<file path="src/dgf_pkg.sv">
// shared constants and types for the diagnostic flag and table index block
package dgf_pkg;
  localparam int          CH_W      = 16;
  localparam int          NUM_CH    = 5;
  localparam int          IDX_W     = 7;
  localparam int          ADDR_W    = 8;
  localparam int          DATA_W    = 8;

  typedef logic [NUM_CH-1:0][CH_W-1:0] dgf_thr_t;

  // measurement channel codes
  localparam logic [2:0]  CH_TEMP   = 3'h0;
  localparam logic [2:0]  CH_VOLT   = 3'h1;
  localparam logic [2:0]  CH_BIAS   = 3'h2;
  localparam logic [2:0]  CH_TXP    = 3'h3;
  localparam logic [2:0]  CH_RXP    = 3'h4;

  // register offsets on the host read/write port
  localparam logic [7:0]  REG_ALARM_A = 8'h00;
  localparam logic [7:0]  REG_ALARM_B = 8'h01;
  localparam logic [7:0]  REG_WARN_A  = 8'h02;
  localparam logic [7:0]  REG_WARN_B  = 8'h03;
  localparam logic [7:0]  REG_INDEX   = 8'h04;
  localparam logic [7:0]  REG_FLAGCFG = 8'h05;
  localparam logic [7:0]  REG_CTRL    = 8'h06;

  localparam logic [7:0]  FLAGCFG_RST = 8'h00;
  localparam logic [7:0]  CTRL_RST    = 8'h0F;
  localparam int          CFG_MODE_MSB = 7;
  localparam int          CFG_MODE_LSB = 4;

  // open-drain pin positions in the pin vector and in the control register
  localparam int          PIN_TRS   = 0;
  localparam int          PIN_RRS   = 1;
  localparam int          PIN_GPO   = 2;
  localparam int          PIN_SECOND_GENERAL_OUTPUT  = 3;
  localparam int          PIN_LOS   = 4;
  localparam int          PIN_TXF   = 5;
  localparam int          NUM_PINS  = 6;

  // temperature averaging and table indexing
  localparam int          AVG_LOG2  = 4;
  localparam int          TEMP_INT_MSB = 15;
  localparam int          TEMP_INT_LSB = 8;
  localparam logic [6:0]  IDX_MAX   = 7'h4B;
  localparam logic [6:0]  IDX_SPLIT = 7'h40;
  localparam logic [7:0]  HYS_UP    = 8'h03;
  localparam logic [7:0]  HYS_DN    = 8'h02;

  // table bases: first page then continuation page
  localparam logic [7:0]  BASE_APC  = 8'h00;
  localparam logic [7:0]  BASE_MOD  = 8'h40;
  localparam logic [7:0]  BASE_FLT  = 8'h80;
  localparam logic [7:0]  BASE_BHA  = 8'hC0;
  localparam logic [7:0]  CONT_APC  = 8'h64;
  localparam logic [7:0]  CONT_MOD  = 8'h70;
  localparam logic [7:0]  CONT_FLT  = 8'h58;
  localparam logic [7:0]  CONT_BHA  = 8'h7C;
endpackage

</file>
<file path="src/dgf_temp_if.sv">
// temperature samples in, table index and addresses out
`timescale 1ns/10ps
interface dgf_temp_if;
  logic                  sample_vld;
  logic [15:0]           sample;
  logic [6:0]            index;
  logic                  index_vld;
  logic [3:0][7:0]       tbl_addr;
  logic [3:0]            tbl_page;

  modport top (output sample_vld, output sample,
               input index, input index_vld, input tbl_addr, input tbl_page);
  modport lut (input sample_vld, input sample,
               output index, output index_vld, output tbl_addr, output tbl_page);
endinterface

</file>
<file path="src/dgf_thr_cmp.sv">
// four-way threshold comparison of one conversion result
`timescale 1ns/10ps
module dgf_thr_cmp #(
  parameter int W = 16
) (
  input  wire logic [W-1:0] value_i,    // conversion result
  input  wire logic         signed_i,   // two's complement compare
  input  wire logic [W-1:0] alm_hi_i,   // high alarm threshold
  input  wire logic [W-1:0] alm_lo_i,   // low alarm threshold
  input  wire logic [W-1:0] wrn_hi_i,   // high warning threshold
  input  wire logic [W-1:0] wrn_lo_i,   // low warning threshold
  output logic [1:0]        alarm_o,    // {above high, below low}
  output logic [1:0]        warn_o      // {above high, below low}
);
  function automatic logic gt(input logic [W-1:0] a, input logic [W-1:0] b,
                              input logic sgn);
    gt = sgn ? ($signed(a) > $signed(b)) : (a > b);
  endfunction

  always_comb begin
    alarm_o = {gt(value_i, alm_hi_i, signed_i), gt(alm_lo_i, value_i, signed_i)};
    warn_o  = {gt(value_i, wrn_hi_i, signed_i), gt(wrn_lo_i, value_i, signed_i)};
  end
endmodule

</file>
<file path="src/dgf_lut_idx.sv">
// sixteen-sample temperature average, hysteretic table index, table addresses
`timescale 1ns/10ps
module dgf_lut_idx (
  input  wire logic clk_i,              // system clock
  input  wire logic arst_n_i,           // async reset, active low
  dgf_temp_if.lut   tif                 // samples in, index out
);
  typedef enum logic [1:0] {
    DGF_ST_ACC  = 2'b01,
    DGF_ST_CALC = 2'b10
  } dgf_state_t;

  localparam int SUM_W = 16 + dgf_pkg::AVG_LOG2;

  dgf_state_t          state_ff,  nxt_state;
  logic [SUM_W-1:0]    sum_ff,    nxt_sum;
  logic [3:0]          cnt_ff,    nxt_cnt;
  logic [6:0]          index_ff,  nxt_index;
  logic                have_ff,   nxt_have;
  logic                vld_ff,    nxt_vld;
  logic [15:0]         avg;
  logic signed [7:0]   deg;
  logic [7:0]          mag;
  logic [7:0]          cur2;
  logic [6:0]          raw;

  always_comb begin
    avg = sum_ff[SUM_W-1:dgf_pkg::AVG_LOG2];
    deg = $signed(avg[dgf_pkg::TEMP_INT_MSB:dgf_pkg::TEMP_INT_LSB]);
    mag = deg[7] ? 8'(-deg) : 8'(deg);
    raw = (mag[7:1] > dgf_pkg::IDX_MAX) ? dgf_pkg::IDX_MAX : mag[7:1]; // see [RULE_14]
    cur2 = {index_ff, 1'b0};
  end

  always_comb begin
    nxt_state = state_ff;
    nxt_sum   = sum_ff;
    nxt_cnt   = cnt_ff;
    nxt_index = index_ff;
    nxt_have  = have_ff;
    nxt_vld   = 1'b0;
    case (state_ff)
      DGF_ST_ACC: begin
        if (tif.sample_vld) begin
          nxt_sum = sum_ff + SUM_W'($signed(tif.sample)); // see [RULE_21]
          nxt_cnt = cnt_ff + 4'h1;
          if (cnt_ff == 4'hF) begin
            nxt_state = DGF_ST_CALC;
          end
        end
      end
      DGF_ST_CALC: begin
        // take the first average directly; after that move only past the midpoint of the neighbouring entry
        if (!have_ff || mag >= cur2 + dgf_pkg::HYS_UP ||
            (cur2 >= dgf_pkg::HYS_DN && mag <= cur2 - dgf_pkg::HYS_DN)) begin // see [RULE_22]
          nxt_index = raw;
        end
        nxt_have  = 1'b1;
        nxt_vld   = 1'b1; // see [RULE_13]
        nxt_sum   = '0;
        // a sample landing here opens the next group instead of being lost
        if (tif.sample_vld) begin
          nxt_sum = SUM_W'($signed(tif.sample)); // see [RULE_21]
          nxt_cnt = cnt_ff + 4'h1;
        end
        nxt_state = DGF_ST_ACC;
      end
      default: nxt_state = DGF_ST_ACC;
    endcase
  end

  always_ff @(posedge clk_i or negedge arst_n_i) begin
    if (!arst_n_i) begin
      state_ff <= DGF_ST_ACC;
      sum_ff   <= '0;
      cnt_ff   <= 4'h0;
      index_ff <= 7'h00;
      have_ff  <= 1'b0;
      vld_ff   <= 1'b0;
    end else begin
      state_ff <= nxt_state;
      sum_ff   <= nxt_sum;
      cnt_ff   <= nxt_cnt;
      index_ff <= nxt_index;
      have_ff  <= nxt_have;
      vld_ff   <= nxt_vld;
    end
  end

  function automatic logic [7:0] tbl_addr(input logic [6:0] idx, input logic [7:0] base,
                                          input logic [7:0] cont);
    tbl_addr = (idx < dgf_pkg::IDX_SPLIT) ? base + {1'b0, idx}
                                          : cont + {1'b0, idx - dgf_pkg::IDX_SPLIT};
  endfunction

  always_comb begin
    tif.index     = index_ff;
    tif.index_vld = vld_ff;
    tif.tbl_addr[0] = tbl_addr(index_ff, dgf_pkg::BASE_APC, dgf_pkg::CONT_APC); // see [RULE_15]
    tif.tbl_addr[1] = tbl_addr(index_ff, dgf_pkg::BASE_MOD, dgf_pkg::CONT_MOD); // see [RULE_17]
    tif.tbl_addr[2] = tbl_addr(index_ff, dgf_pkg::BASE_FLT, dgf_pkg::CONT_FLT); // see [RULE_18]
    tif.tbl_addr[3] = tbl_addr(index_ff, dgf_pkg::BASE_BHA, dgf_pkg::CONT_BHA); // see [RULE_19]
    tif.tbl_page    = {4{index_ff >= dgf_pkg::IDX_SPLIT}};
  end
endmodule

</file>
<file path="src/dgf_top.sv">
// alarm/warning flags, table index and open-drain status pins
`timescale 1ns/10ps
// Behaviour
// [RULE_01] temperature above/below alarm limits sets alarm_flags_a bits 7 and 6.
// [RULE_02] supply voltage above/below alarm limits sets alarm_flags_a bits 5 and 4.
// [RULE_03] bias current above/below alarm limits sets alarm_flags_a bits 3 and 2.
// [RULE_04] transmit power above/below alarm limits sets alarm_flags_a bits 1 and 0.
// [RULE_05] receive power above/below alarm limits sets alarm_flags_b bits 7 and 6.
// [RULE_06] temperature and voltage warnings set warning_flags_a bits 7 down to 4.
// [RULE_07] bias and transmit power warnings set warning_flags_a bits 3 down to 0.
// [RULE_08] receive power above/below warning limits sets warning_flags_b bits 7 and 6.
// [RULE_09] a true condition always sets its flag; nothing masks the set.
// [RULE_10] config bits 7..4 zero: flag holds until its register is read or reset.
// [RULE_11] transmit disable never stops evaluation or flag setting.
// [RULE_12] transmit disable falling clears every flag register.
// [RULE_13] each new temperature average produces a fresh table index.
// [RULE_14] index is the averaged temperature magnitude halved.
// [RULE_15] table address is index plus the table's base address.
// [RULE_16] current index is always readable in the index register.
// [RULE_17] modulation table: 40h-7Fh first page, 70h-7Bh continuation page.
// [RULE_18] bias fault table: 80h-BFh first page, 58h-63h continuation page.
// [RULE_19] bias alarm table: C0h-FFh first page, 7Ch-87h continuation page.
// [RULE_20] status pins are open-drain; control register reads actual pin levels.
// [RULE_21] the average is taken over sixteen successive temperature results.
// [RULE_22] index moves only past the midpoint of the neighbouring two-degree entry.
// [RULE_23] all four comparisons run whenever a channel's new result arrives.
module dgf_top (
  input  wire logic                   clk_i,          // system clock, 100 MHz
  input  wire logic                   arst_n_i,       // async reset, active low
  input  wire logic                   meas_vld_i,     // new conversion result pulse
  input  wire logic [2:0]             meas_chan_i,    // channel of the result
  input  wire logic [15:0]            meas_data_i,    // conversion result
  input  wire dgf_pkg::dgf_thr_t      alm_hi_i,       // high alarm limits per channel
  input  wire dgf_pkg::dgf_thr_t      alm_lo_i,       // low alarm limits per channel
  input  wire dgf_pkg::dgf_thr_t      wrn_hi_i,       // high warning limits per channel
  input  wire dgf_pkg::dgf_thr_t      wrn_lo_i,       // low warning limits per channel
  input  wire logic                   tx_disable_i,   // transmit disable input level
  input  wire logic                   los_det_i,      // internal loss-of-signal, high=release
  input  wire logic                   tx_fault_det_i, // internal transmit fault, high=release
  input  wire logic                   reg_rd_i,       // register read strobe
  input  wire logic                   reg_wr_i,       // register write strobe
  input  wire logic [7:0]             reg_addr_i,     // register offset
  input  wire logic [7:0]             reg_wdata_i,    // write data
  output logic [7:0]                  reg_rdata_o,    // read data, one cycle after strobe
  output logic                        reg_rvld_o,     // read data valid pulse
  input  wire logic [5:0]             od_pin_i,       // sensed level on open-drain pins
  output logic [5:0]                  od_pin_o,       // pin output value, always low
  output logic [5:0]                  od_pin_oe_n_o,  // low while pulling the pin low
  output logic [6:0]                  table_index_o,  // current table index
  output logic [31:0]                 tbl_addr_o,     // four table addresses, apc lowest
  output logic [3:0]                  tbl_page_o      // high: continuation page
);

  dgf_temp_if tif ();

  logic [1:0]  cmp_alm, cmp_wrn;
  logic [9:0]  alm_vec, wrn_vec;
  logic [7:0]  alarm_flags_a_ff, nxt_alarm_flags_a;
  logic [7:0]  alarm_flags_b_ff, nxt_alarm_flags_b;
  logic [7:0]  warning_flags_a_ff, nxt_warning_flags_a;
  logic [7:0]  warning_flags_b_ff, nxt_warning_flags_b;
  logic [7:0]  flag_behaviour_config_ff, nxt_flag_behaviour_config;
  logic [7:0]  ctrl_ff, nxt_ctrl;
  logic        txdis_ff, nxt_txdis;
  logic [7:0]  rdata_ff, nxt_rdata;
  logic        rvld_ff, nxt_rvld;
  logic [5:0]  od_ff, nxt_od;
  logic        txdis_fall;
  logic        clr_on_rd;

  // decode of read strobes that clear a flag register
  function automatic logic rd_hit(input logic rd, input logic [7:0] a, input logic [7:0] off,
                                  input logic en);
    rd_hit = rd && en && (a == off);
  endfunction

  // one comparator serves every channel; results are routed by channel
  dgf_thr_cmp #(
    .W        (dgf_pkg::CH_W)
  ) u_cmp (
    .value_i  (meas_data_i),
    .signed_i (meas_chan_i == dgf_pkg::CH_TEMP),
    .alm_hi_i (alm_hi_i[meas_chan_i]),
    .alm_lo_i (alm_lo_i[meas_chan_i]),
    .wrn_hi_i (wrn_hi_i[meas_chan_i]),
    .wrn_lo_i (wrn_lo_i[meas_chan_i]),
    .alarm_o  (cmp_alm),
    .warn_o   (cmp_wrn)
  );

  dgf_lut_idx u_lut (
    .clk_i    (clk_i),
    .arst_n_i (arst_n_i),
    .tif      (tif.lut)
  );

  always_comb begin
    tif.sample_vld = meas_vld_i && (meas_chan_i == dgf_pkg::CH_TEMP);
    tif.sample     = meas_data_i;
  end

  // channel c owns bits 9-2c (high) and 8-2c (low) of the 10-bit event vectors
  always_comb begin
    alm_vec = 10'h000;
    wrn_vec = 10'h000;
    if (meas_vld_i && meas_chan_i < 3'(dgf_pkg::NUM_CH)) begin // see [RULE_23] [RULE_11]
      alm_vec = 10'({cmp_alm, 8'h00} >> {meas_chan_i, 1'b0}); // see [RULE_01] [RULE_02]
      wrn_vec = 10'({cmp_wrn, 8'h00} >> {meas_chan_i, 1'b0}); // see [RULE_06] [RULE_07]
    end
  end

  always_comb begin
    nxt_txdis  = tx_disable_i;
    txdis_fall = txdis_ff && !tx_disable_i;
    clr_on_rd  = flag_behaviour_config_ff[dgf_pkg::CFG_MODE_MSB:dgf_pkg::CFG_MODE_LSB] == 4'h0;
    nxt_alarm_flags_a   = alarm_flags_a_ff;
    nxt_alarm_flags_b   = alarm_flags_b_ff;
    nxt_warning_flags_a = warning_flags_a_ff;
    nxt_warning_flags_b = warning_flags_b_ff;
    if (txdis_fall) begin // see [RULE_12]
      nxt_alarm_flags_a   = 8'h00;
      nxt_alarm_flags_b   = 8'h00;
      nxt_warning_flags_a = 8'h00;
      nxt_warning_flags_b = 8'h00;
    end
    if (rd_hit(reg_rd_i, reg_addr_i, dgf_pkg::REG_ALARM_A, clr_on_rd)) begin // see [RULE_10]
      nxt_alarm_flags_a = 8'h00;
    end
    if (rd_hit(reg_rd_i, reg_addr_i, dgf_pkg::REG_ALARM_B, clr_on_rd)) begin
      nxt_alarm_flags_b = 8'h00;
    end
    if (rd_hit(reg_rd_i, reg_addr_i, dgf_pkg::REG_WARN_A, clr_on_rd)) begin
      nxt_warning_flags_a = 8'h00;
    end
    if (rd_hit(reg_rd_i, reg_addr_i, dgf_pkg::REG_WARN_B, clr_on_rd)) begin
      nxt_warning_flags_b = 8'h00;
    end
    // set wins over any clear in the same cycle
    nxt_alarm_flags_a   = nxt_alarm_flags_a   | alm_vec[9:2]; // see [RULE_09] [RULE_03] [RULE_04]
    nxt_alarm_flags_b   = nxt_alarm_flags_b   | {alm_vec[1:0], 6'h00}; // see [RULE_05]
    nxt_warning_flags_a = nxt_warning_flags_a | wrn_vec[9:2]; // see [RULE_09]
    nxt_warning_flags_b = nxt_warning_flags_b | {wrn_vec[1:0], 6'h00}; // see [RULE_08]
  end

  always_ff @(posedge clk_i or negedge arst_n_i) begin
    if (!arst_n_i) begin
      alarm_flags_a_ff   <= 8'h00;
      alarm_flags_b_ff   <= 8'h00;
      warning_flags_a_ff <= 8'h00;
      warning_flags_b_ff <= 8'h00;
      txdis_ff           <= 1'b0;
    end else begin
      alarm_flags_a_ff   <= nxt_alarm_flags_a;
      alarm_flags_b_ff   <= nxt_alarm_flags_b;
      warning_flags_a_ff <= nxt_warning_flags_a;
      warning_flags_b_ff <= nxt_warning_flags_b;
      txdis_ff           <= nxt_txdis;
    end
  end

  // register port and open-drain pin drive
  always_comb begin
    nxt_flag_behaviour_config = flag_behaviour_config_ff;
    nxt_ctrl = ctrl_ff;
    if (reg_wr_i && reg_addr_i == dgf_pkg::REG_FLAGCFG) begin
      nxt_flag_behaviour_config = reg_wdata_i;
    end
    if (reg_wr_i && reg_addr_i == dgf_pkg::REG_CTRL) begin
      nxt_ctrl = reg_wdata_i;
    end
    nxt_rvld  = reg_rd_i;
    nxt_rdata = rdata_ff;
    if (reg_rd_i) begin
      case (reg_addr_i)
        dgf_pkg::REG_ALARM_A: nxt_rdata = alarm_flags_a_ff;
        dgf_pkg::REG_ALARM_B: nxt_rdata = alarm_flags_b_ff;
        dgf_pkg::REG_WARN_A:  nxt_rdata = warning_flags_a_ff;
        dgf_pkg::REG_WARN_B:  nxt_rdata = warning_flags_b_ff;
        dgf_pkg::REG_INDEX:   nxt_rdata = {1'b0, tif.index}; // see [RULE_16]
        dgf_pkg::REG_FLAGCFG: nxt_rdata = flag_behaviour_config_ff;
        // pin levels, not drive values, so external drivers are seen too
        dgf_pkg::REG_CTRL:    nxt_rdata = {2'b00, od_pin_i}; // see [RULE_20]
        default:              nxt_rdata = 8'h00;
      endcase
    end
    // open-drain: a high value releases the pin, a low value pulls it down
    nxt_od = ctrl_ff[dgf_pkg::NUM_PINS-1:0];
    nxt_od[dgf_pkg::PIN_LOS] = los_det_i;
    nxt_od[dgf_pkg::PIN_TXF] = tx_fault_det_i;
  end

  always_ff @(posedge clk_i or negedge arst_n_i) begin
    if (!arst_n_i) begin
      flag_behaviour_config_ff <= dgf_pkg::FLAGCFG_RST;
      ctrl_ff  <= dgf_pkg::CTRL_RST;
      rdata_ff <= 8'h00;
      rvld_ff  <= 1'b0;
      od_ff    <= 6'h3F;
    end else begin
      flag_behaviour_config_ff <= nxt_flag_behaviour_config;
      ctrl_ff  <= nxt_ctrl;
      rdata_ff <= nxt_rdata;
      rvld_ff  <= nxt_rvld;
      od_ff    <= nxt_od;
    end
  end

  always_comb begin
    reg_rdata_o   = rdata_ff;
    reg_rvld_o    = rvld_ff;
    od_pin_o      = 6'h00;
    od_pin_oe_n_o = od_ff; // see [RULE_20]
    table_index_o = tif.index;
    tbl_addr_o    = tif.tbl_addr;
    tbl_page_o    = tif.tbl_page;
  end
endmodule

</file>
<file path="config.mk">
export PLATFORM = sky130hd
export DESIGN_NAME = dgf_top
export DESIGN_NICKNAME = d
export VERILOG_FILES = /design/src/dgf_pkg.sv /design/src/dgf_temp_if.sv /design/src/dgf_thr_cmp.sv /design/src/dgf_lut_idx.sv /design/src/dgf_top.sv
export SDC_FILE = /design/constraint.sdc
export NUM_CORES = 1
export LEC_CHECK = 0
export ABC_AREA = 1
export BUFFER_PORTS_ARGS = -buffer_cell sky130_fd_sc_hd__buf_2
export CELL_PAD_IN_SITES_DETAIL_PLACEMENT = 1
export CELL_PAD_IN_SITES_GLOBAL_PLACEMENT = 1
export CORE_MARGIN = 8
export CORE_UTILIZATION = 36
export DETAILED_ROUTE_END_ITERATION = 8
export PLACE_DENSITY = 0.93
export SYNTH_ARGS = -nofsm -noshare
export SYNTH_HDL_FRONTEND = slang
export SYNTH_SLANG_ARGS = --single-unit
</file>
<file path="constraint.sdc">
create_clock -name clk_i -period 4.7 [get_ports clk_i]
set_clock_uncertainty 0.15 [all_clocks]
set_input_delay 0.235 -clock clk_i [delete_from_list [all_inputs] [get_ports clk_i]]
set_output_delay 0.235 -clock clk_i [all_outputs]
set_load 0.05 [all_outputs]
</file>
# Word-level counts from Yosys, hierarchy flattened
# Index checks and enable logic that the tools add are counted.
# word_totals
regBits,94
elab_cells,120
inputBits,369
out_inout_bits,64
# classes
bitwise_logic,4
order_cmp,16
n_reduce_logical,24
eq_ne,11
n_shift,2
mux,35
add_sub_neg,13
# ops
op,count
$bmux 16 s3,4
$gt 16x16->1,8
$mux 8,13
$mux 16,4
$pmux 8 s7,1
$add 7x7->8 const A,5
$mux 20,2
$pmux 20 s2,1
$or 8x8->8,4
$eq 8x3->1 const B,3
$add 20x20->20,1
$mux 10,2
$shr 10x4->10,2
$add 8x7->8 const A,2
$eq 8x2->1 const B,2
$logic_and 1x1->1,11
$add 8x2->8 const B,1
$eq 8x1->1 const B,1
$ge 8x2->1 const B,1
$ge 8x8->1,1
$le 8x8->1,1
$logic_not 8->1,1
$neg 8->8,1
$reduce_and 2->1,4
other kinds (22),29

# Depth between registers and ports, before layout
# depth
ltp_word,7
mapped_depth,21
depth_no_buf,19

# Modules after synthesis
# From an unflattened synthesis, not the netlist that was laid out.
# hier_totals
hier_cells,1774
hier_area_um2,10850.4
# modules_own_cells
mod,instances,area_each_um2,cells_each,seq_area_each_um2
dgf_top,1,5215.0,925,1213.7
dgf_lut_idx,1,3900.0,564,877.1
dgf_thr_cmp,1,1735.4,285,0.0

# Least setup slack after synthesis
# Ideal clock, no wire load.
# synth_path
path_type,flip-flop to output port
start,"reg u_lut.index_ff[4], in the netlist u_lut.tif.index[4]"
end,out tbl_addr_o[21]
setup_slack_ps,975
path_buffers,1
stages_incl_launch_ff,6
t_required_ps,4315
t_arrival_ps,3340
cell_sequence,dfrtp_1 > clkbuf_1 > inv_1 > ha_1 > o21ai_0 > o21ai_0
# synth_between
elab_chain_len,3
word_cells_on_any_way,5
cone_classes,3 x add/sub; 1 x order compare; 1 x mux
# synth_rtl
item,line,text
"start, declared",dgf_lut_idx.sv:18,"logic [6:0] index_ff, nxt_index;"
"start signal, assigned",dgf_lut_idx.sv:84,index_ff <= nxt_index;
$sub 7x7->7,dgf_lut_idx.sv:93,": cont + {1'b0, idx - dgf_pkg::IDX_SPLIT};"
$add 7x7->8,dgf_lut_idx.sv:93,
$mux 8 (*),dgf_lut_idx.sv:92,"tbl_addr = (idx < dgf_pkg::IDX_SPLIT) ? base + {1'b0, idx}"
"end, declared",dgf_top.sv:50,"output logic [31:0] tbl_addr_o,"
# Every way passes the cells marked *; elsewhere a longest branch is shown, timed or not.

# Final worst setup path
# layout_path
start,in meas_chan_i[1]
end,reg warning_flags_a_ff[5]
# layout_between
elab_chain_len,7
word_cells_on_any_way,11
cone_classes,3 x order compare; 1 x shift; 4 x mux; 1 x bitwise; 2 x reduce/logical
# layout_rtl
item,line,text
"start, declared",dgf_top.sv:31,"input wire logic [2:0] meas_chan_i,"
$bmux 16 s3,dgf_top.sv:85,".wrn_hi_i (wrn_hi_i[meas_chan_i]),"
$mux 16 (implied by the code),dgf_top.sv:85,
$gt 16x16->1,dgf_thr_cmp.sv:17,gt = sgn ? ($signed(a) > $signed(b)) : (a > b);
$mux 1,dgf_thr_cmp.sv:17,
$shr 10x4->10,dgf_top.sv:108,"wrn_vec = 10'({cmp_wrn, 8'h00} >> {meas_chan_i, 1'b0});"
$mux 10 (*),dgf_top.sv:106,if (meas_vld_i && meas_chan_i < 3'(dgf_pkg::NUM_CH)) begin
$or 8x8->8 (*),dgf_top.sv:141,nxt_warning_flags_a = nxt_warning_flags_a | wrn_vec[9:2];
named net nxt_warning_flags_a[5],dgf_top.sv:60,"logic [7:0] warning_flags_a_ff, nxt_warning_flags_a;"
"end signal, assigned",dgf_top.sv:155,warning_flags_a_ff <= nxt_warning_flags_a;
"end, declared",dgf_top.sv:60,
# Mark *: on every way through the listed nets, which the timed path passes. The rest lies on a longest branch. The select of a mux whose other input is x is not followed.
# A chain may end at the register's enable or synchronous reset.

==> impl_metrics.yaml <==
status:
  status: "completed"
floorplanning:
  fp-row-count: 61
  start_util_pct: 36.7
  die_area_sq_um: 34000
  design.core.area_sq_um: 27900
  die_h_um: 184
  die_x_um: 184
  io_pins: 433
route:
  dr.pass1.iters: 5
  routed_via_density: 5.57
  drtIter0Drc: 696
  vias: 12900
  drcViolationCount: 0
  routedWlPerCell_um: 21.5
  routed_wl_mm: 49.9
  antenna_left: 0
worst_setup_path:
  required_ns: 4.83
  worstPathCellList: "buf_2 > clkinv_8 > nand2_4 > inv_2 > nand2_1 > nand2_1 > o21ai_0 > ha_1 > a21oi_1 > o21ai_0 > a21oi_1 > nand2_1 > a21oi_1 > nand4_1 > nand2_1"
  critical_path_class: "primary input to flop"
  r2r_setup_slack_ns: 1.49
  crit_path_end_kind: "flop"
  cp.arrival_ns: 3.56
  cpMostUsedCell: "nand2_1"
  r2r-start: "u_lut.sum_ff[12]$_DFFE_PN0P_"
  cpPeakStageDelay_ns: 0.81
  ff2ff_path_depth: 15
  timing.rr.end: "u_lut.tif.index[4]$_DFFE_PN0P_"
  slowest_stage: "inv_2"
  crit_fanout: 81
  startpoint_type: "primary input"
sta:
  fmax_mhz: 292
  finalCriticalPeriod_ns: 3.43
  setup_tns_ns: 0
  finalCritPeriodShare_pct: 73.0
  slew_viol_final: 0
  setup_violations: 0
  relSlewSlack_pct: 25.6
  final_hold_viol_count: 0
  rsz0062_at_grt: "false"
  tightest_slew_ns: 1.12
hold_path:
  hold_path_depth: 3
  hold_path_end: "flag_behaviour_config_ff[7]$_DFFE_PN0P_"
  min_path_type: "primary input to flop"
  hp-start: "reg_wdata_i[7]"
global_routing:
  grt_pass1_vias: 14100
  grt_max_degree: 137
  grt_pass1_wl_mm: 77.3
  grt_use_total_pct: 28.7
  grt_antenna_before_repair: 15
  overflow: 0
logic_synthesis:
  ys_ff_latch: 82
  synth_area_leader_cell: "dfrtp_1"
  synth_common_cells: "nand2_1, a21oi_1, inv_1, ha_1, nor2_1"
  synth_edf_count: 0
  postSynthCellCount: 1566
  synth_most_common_cell: "nand2_1"
  yosys-top-cells-area: "dfrtp_1, nand2_1, ha_1, a21oi_1, inv_1"
  yosysWarnings: 0
  async_reset_ff_share_pct: 100
  ys_types: 51
  syn_area_sq_um: 10200
  yosys_most_used_dff: "dfrtp_1"
  seq_area_frac_synth_pct: 20.2
  syn_area_per_cell_sq_um: 6.52
  yosysTopAreaCellShare_pct: 17.4
clock_tree:
  clk_path_buf_depth: 2
  clk_pin_slew_worst_paths_ns: 0.07
  cts_tree: "yes"
  clock-sinks: 82
  clock_latency_ns: 0.35
  cts-root-buf: "clkbuf_16"
  htree_levels: 3
  numCtsBuffers: 9
  postCtsSetupBuffers: 0
placement:
  routabilityCongestion: 0.951
  portBuffers: 426
  dp_hpwl_mm: 39.9
power:
  cellPowerDensity_nw_per_um2: 398
  p_leak_nw: 6.88
  worst_ir_drop_vdd_mv: 0.242
  total_power_mw: 5.09
cells_and_area:
  area_growth_pct: 25.4
  multi_input_area_sq_um: 7090
  nFillCells: 3828
  regArea_sq_um: 2070
  drive_gt1_share_pct: 27.6
  nets: 2407
flow_run:
  drv_cap: 0
==> worst max-delay path: cells and delay by family <==
| family | cells | cell delay (ns) |
|---|---|---|
| adder cells (fa/ha/maj) | 1 | 0.34 |
| AND/OR/NAND/NOR | 6 | 0.73 |
| buffers and inverters | 3 | 1.22 |
| AO/OA/AOI/OAI | 5 | 0.97 |
==> cell usage in the layout (no fill, tap or decap), drive strengths merged, types with 9 or more instances in the layout <==
cell type,count
nand2,452
buf,432
a21oi,165
inv,143
ha,113
o21ai,108
nor2,105
nand3,94
dfrtp,71
a221oi,39
a31o,39
nand4,17
diode,15
a32o,15
o22ai,12
xor2,12
nand3b,12
dfstp,11
dlygate4sd3,10
a31oi,9
clkbuf,9
==> cell families after synthesis <==
family,after synthesis,synth area share (%)
adders and majority gates,114,14.0
AOI/OAI and AO/OA,405,24.5
and+or+nand+nor,698,28.6
DFF,82,20.2
xor gates and xnor gates,19,1.63
other,1,0.0367
muxes,4,0.441
buffers and inverters,243,10.5
==> flip-flops by register name, summed over array words and instances (netlist names), 4 cells and up <==
register,count
u_lut.cnt_ff,4
warning_flags_a_ff,8
alarm_flags_a_ff,8
ctrl_ff,4
od_pin_oe_n_o,6
flag_behaviour_config_ff,8
reg_rdata_o,8
u_lut.tif.index,7
u_lut.sum_ff,20
==> final cells by class <==
cell class / count / area share [%]
multi-input cells: 1246 / 55.4
repair buffers: 442 / 18.0
flip-flops and latches: 82 / 16.1
inverters: 143 / 4.33
well taps: 378 / 3.69
clock buffers: 9 / 1.76
clock inverters: 7 / 0.410
diodes: 15 / 0.293
==> how the worst max path moves through the flow <==
stage                                         from                         endpoint  slack [ns]  cells after the start
floorplan           u_lut.tif.index[4]$_DFFE_PN0P_                   tbl_addr_o[21]        0.97                      5
global placement                    meas_chan_i[1]  warning_flags_a_ff[5]$_DFF_PN0_        1.17                     15
detailed placement                  meas_chan_i[1]  warning_flags_a_ff[5]$_DFF_PN0_        1.00                     15
CTS                                 meas_chan_i[1]  warning_flags_a_ff[5]$_DFF_PN0_        1.34                     15
global route                        meas_chan_i[1]  warning_flags_a_ff[5]$_DFF_PN0_        1.06                     15
finish                              meas_chan_i[1]  warning_flags_a_ff[5]$_DFF_PN0_        1.27                     15
==> where the power goes <==
| part | internal, mW | switching, mW | total, mW | leakage [nW] |
|---|---|---|---|---|
| logic | 1.11 | 2.22 | 3.32 | 5.74 |
| clock network | 0.362 | 0.325 | 0.687 | 0.136 |
| registers | 0.872 | 0.213 | 1.09 | 1.01 |
| total | 2.34 | 2.75 | 5.09 | 6.88 |
==> through the flow <==
| step | hold slack (ns) | utilization [%] | instance area [sq um] | setup WS, ns | std cells |
|---|---|---|---|---|---|
| 6_report | 0.0109 | 46.0 | 12800 | 1.27 | 2322 |
| 5_1_grt | 0.0154 | 46.0 | 12800 | 1.06 | 2320 |
| 4_1_cts | 0.00347 | 45.8 | 12800 | 1.34 | 2307 |
| 3_5_place_dp | 0.191 | 44.5 | 12400 | 1.00 | 2281 |
| 3_3_place_gp | 0.190 | 44.5 | 12400 | 1.17 | 2281 |
| 2_1_floorplan | -0.211 | - | 10200 | 0.975 | 1571 |
==> per-layer routing <==
| layer | track usage, % | part of all wire, % |
|---|---|---|
| met5 | 0 | 0.020 |
| met3 | 4.78 | 5.2 |
| met2 | 52.1 | 51 |
| met1 | 32.8 | 40 |
| met4 | 11.7 | 3.9 |
==> what timing repair did <==
action | CTS | global route
hold endpoints to repair | 80 | 0
gates resized for setup | 0 | 0
hold buffers | 10 | 0
Power figures use the tool's default switching activity.
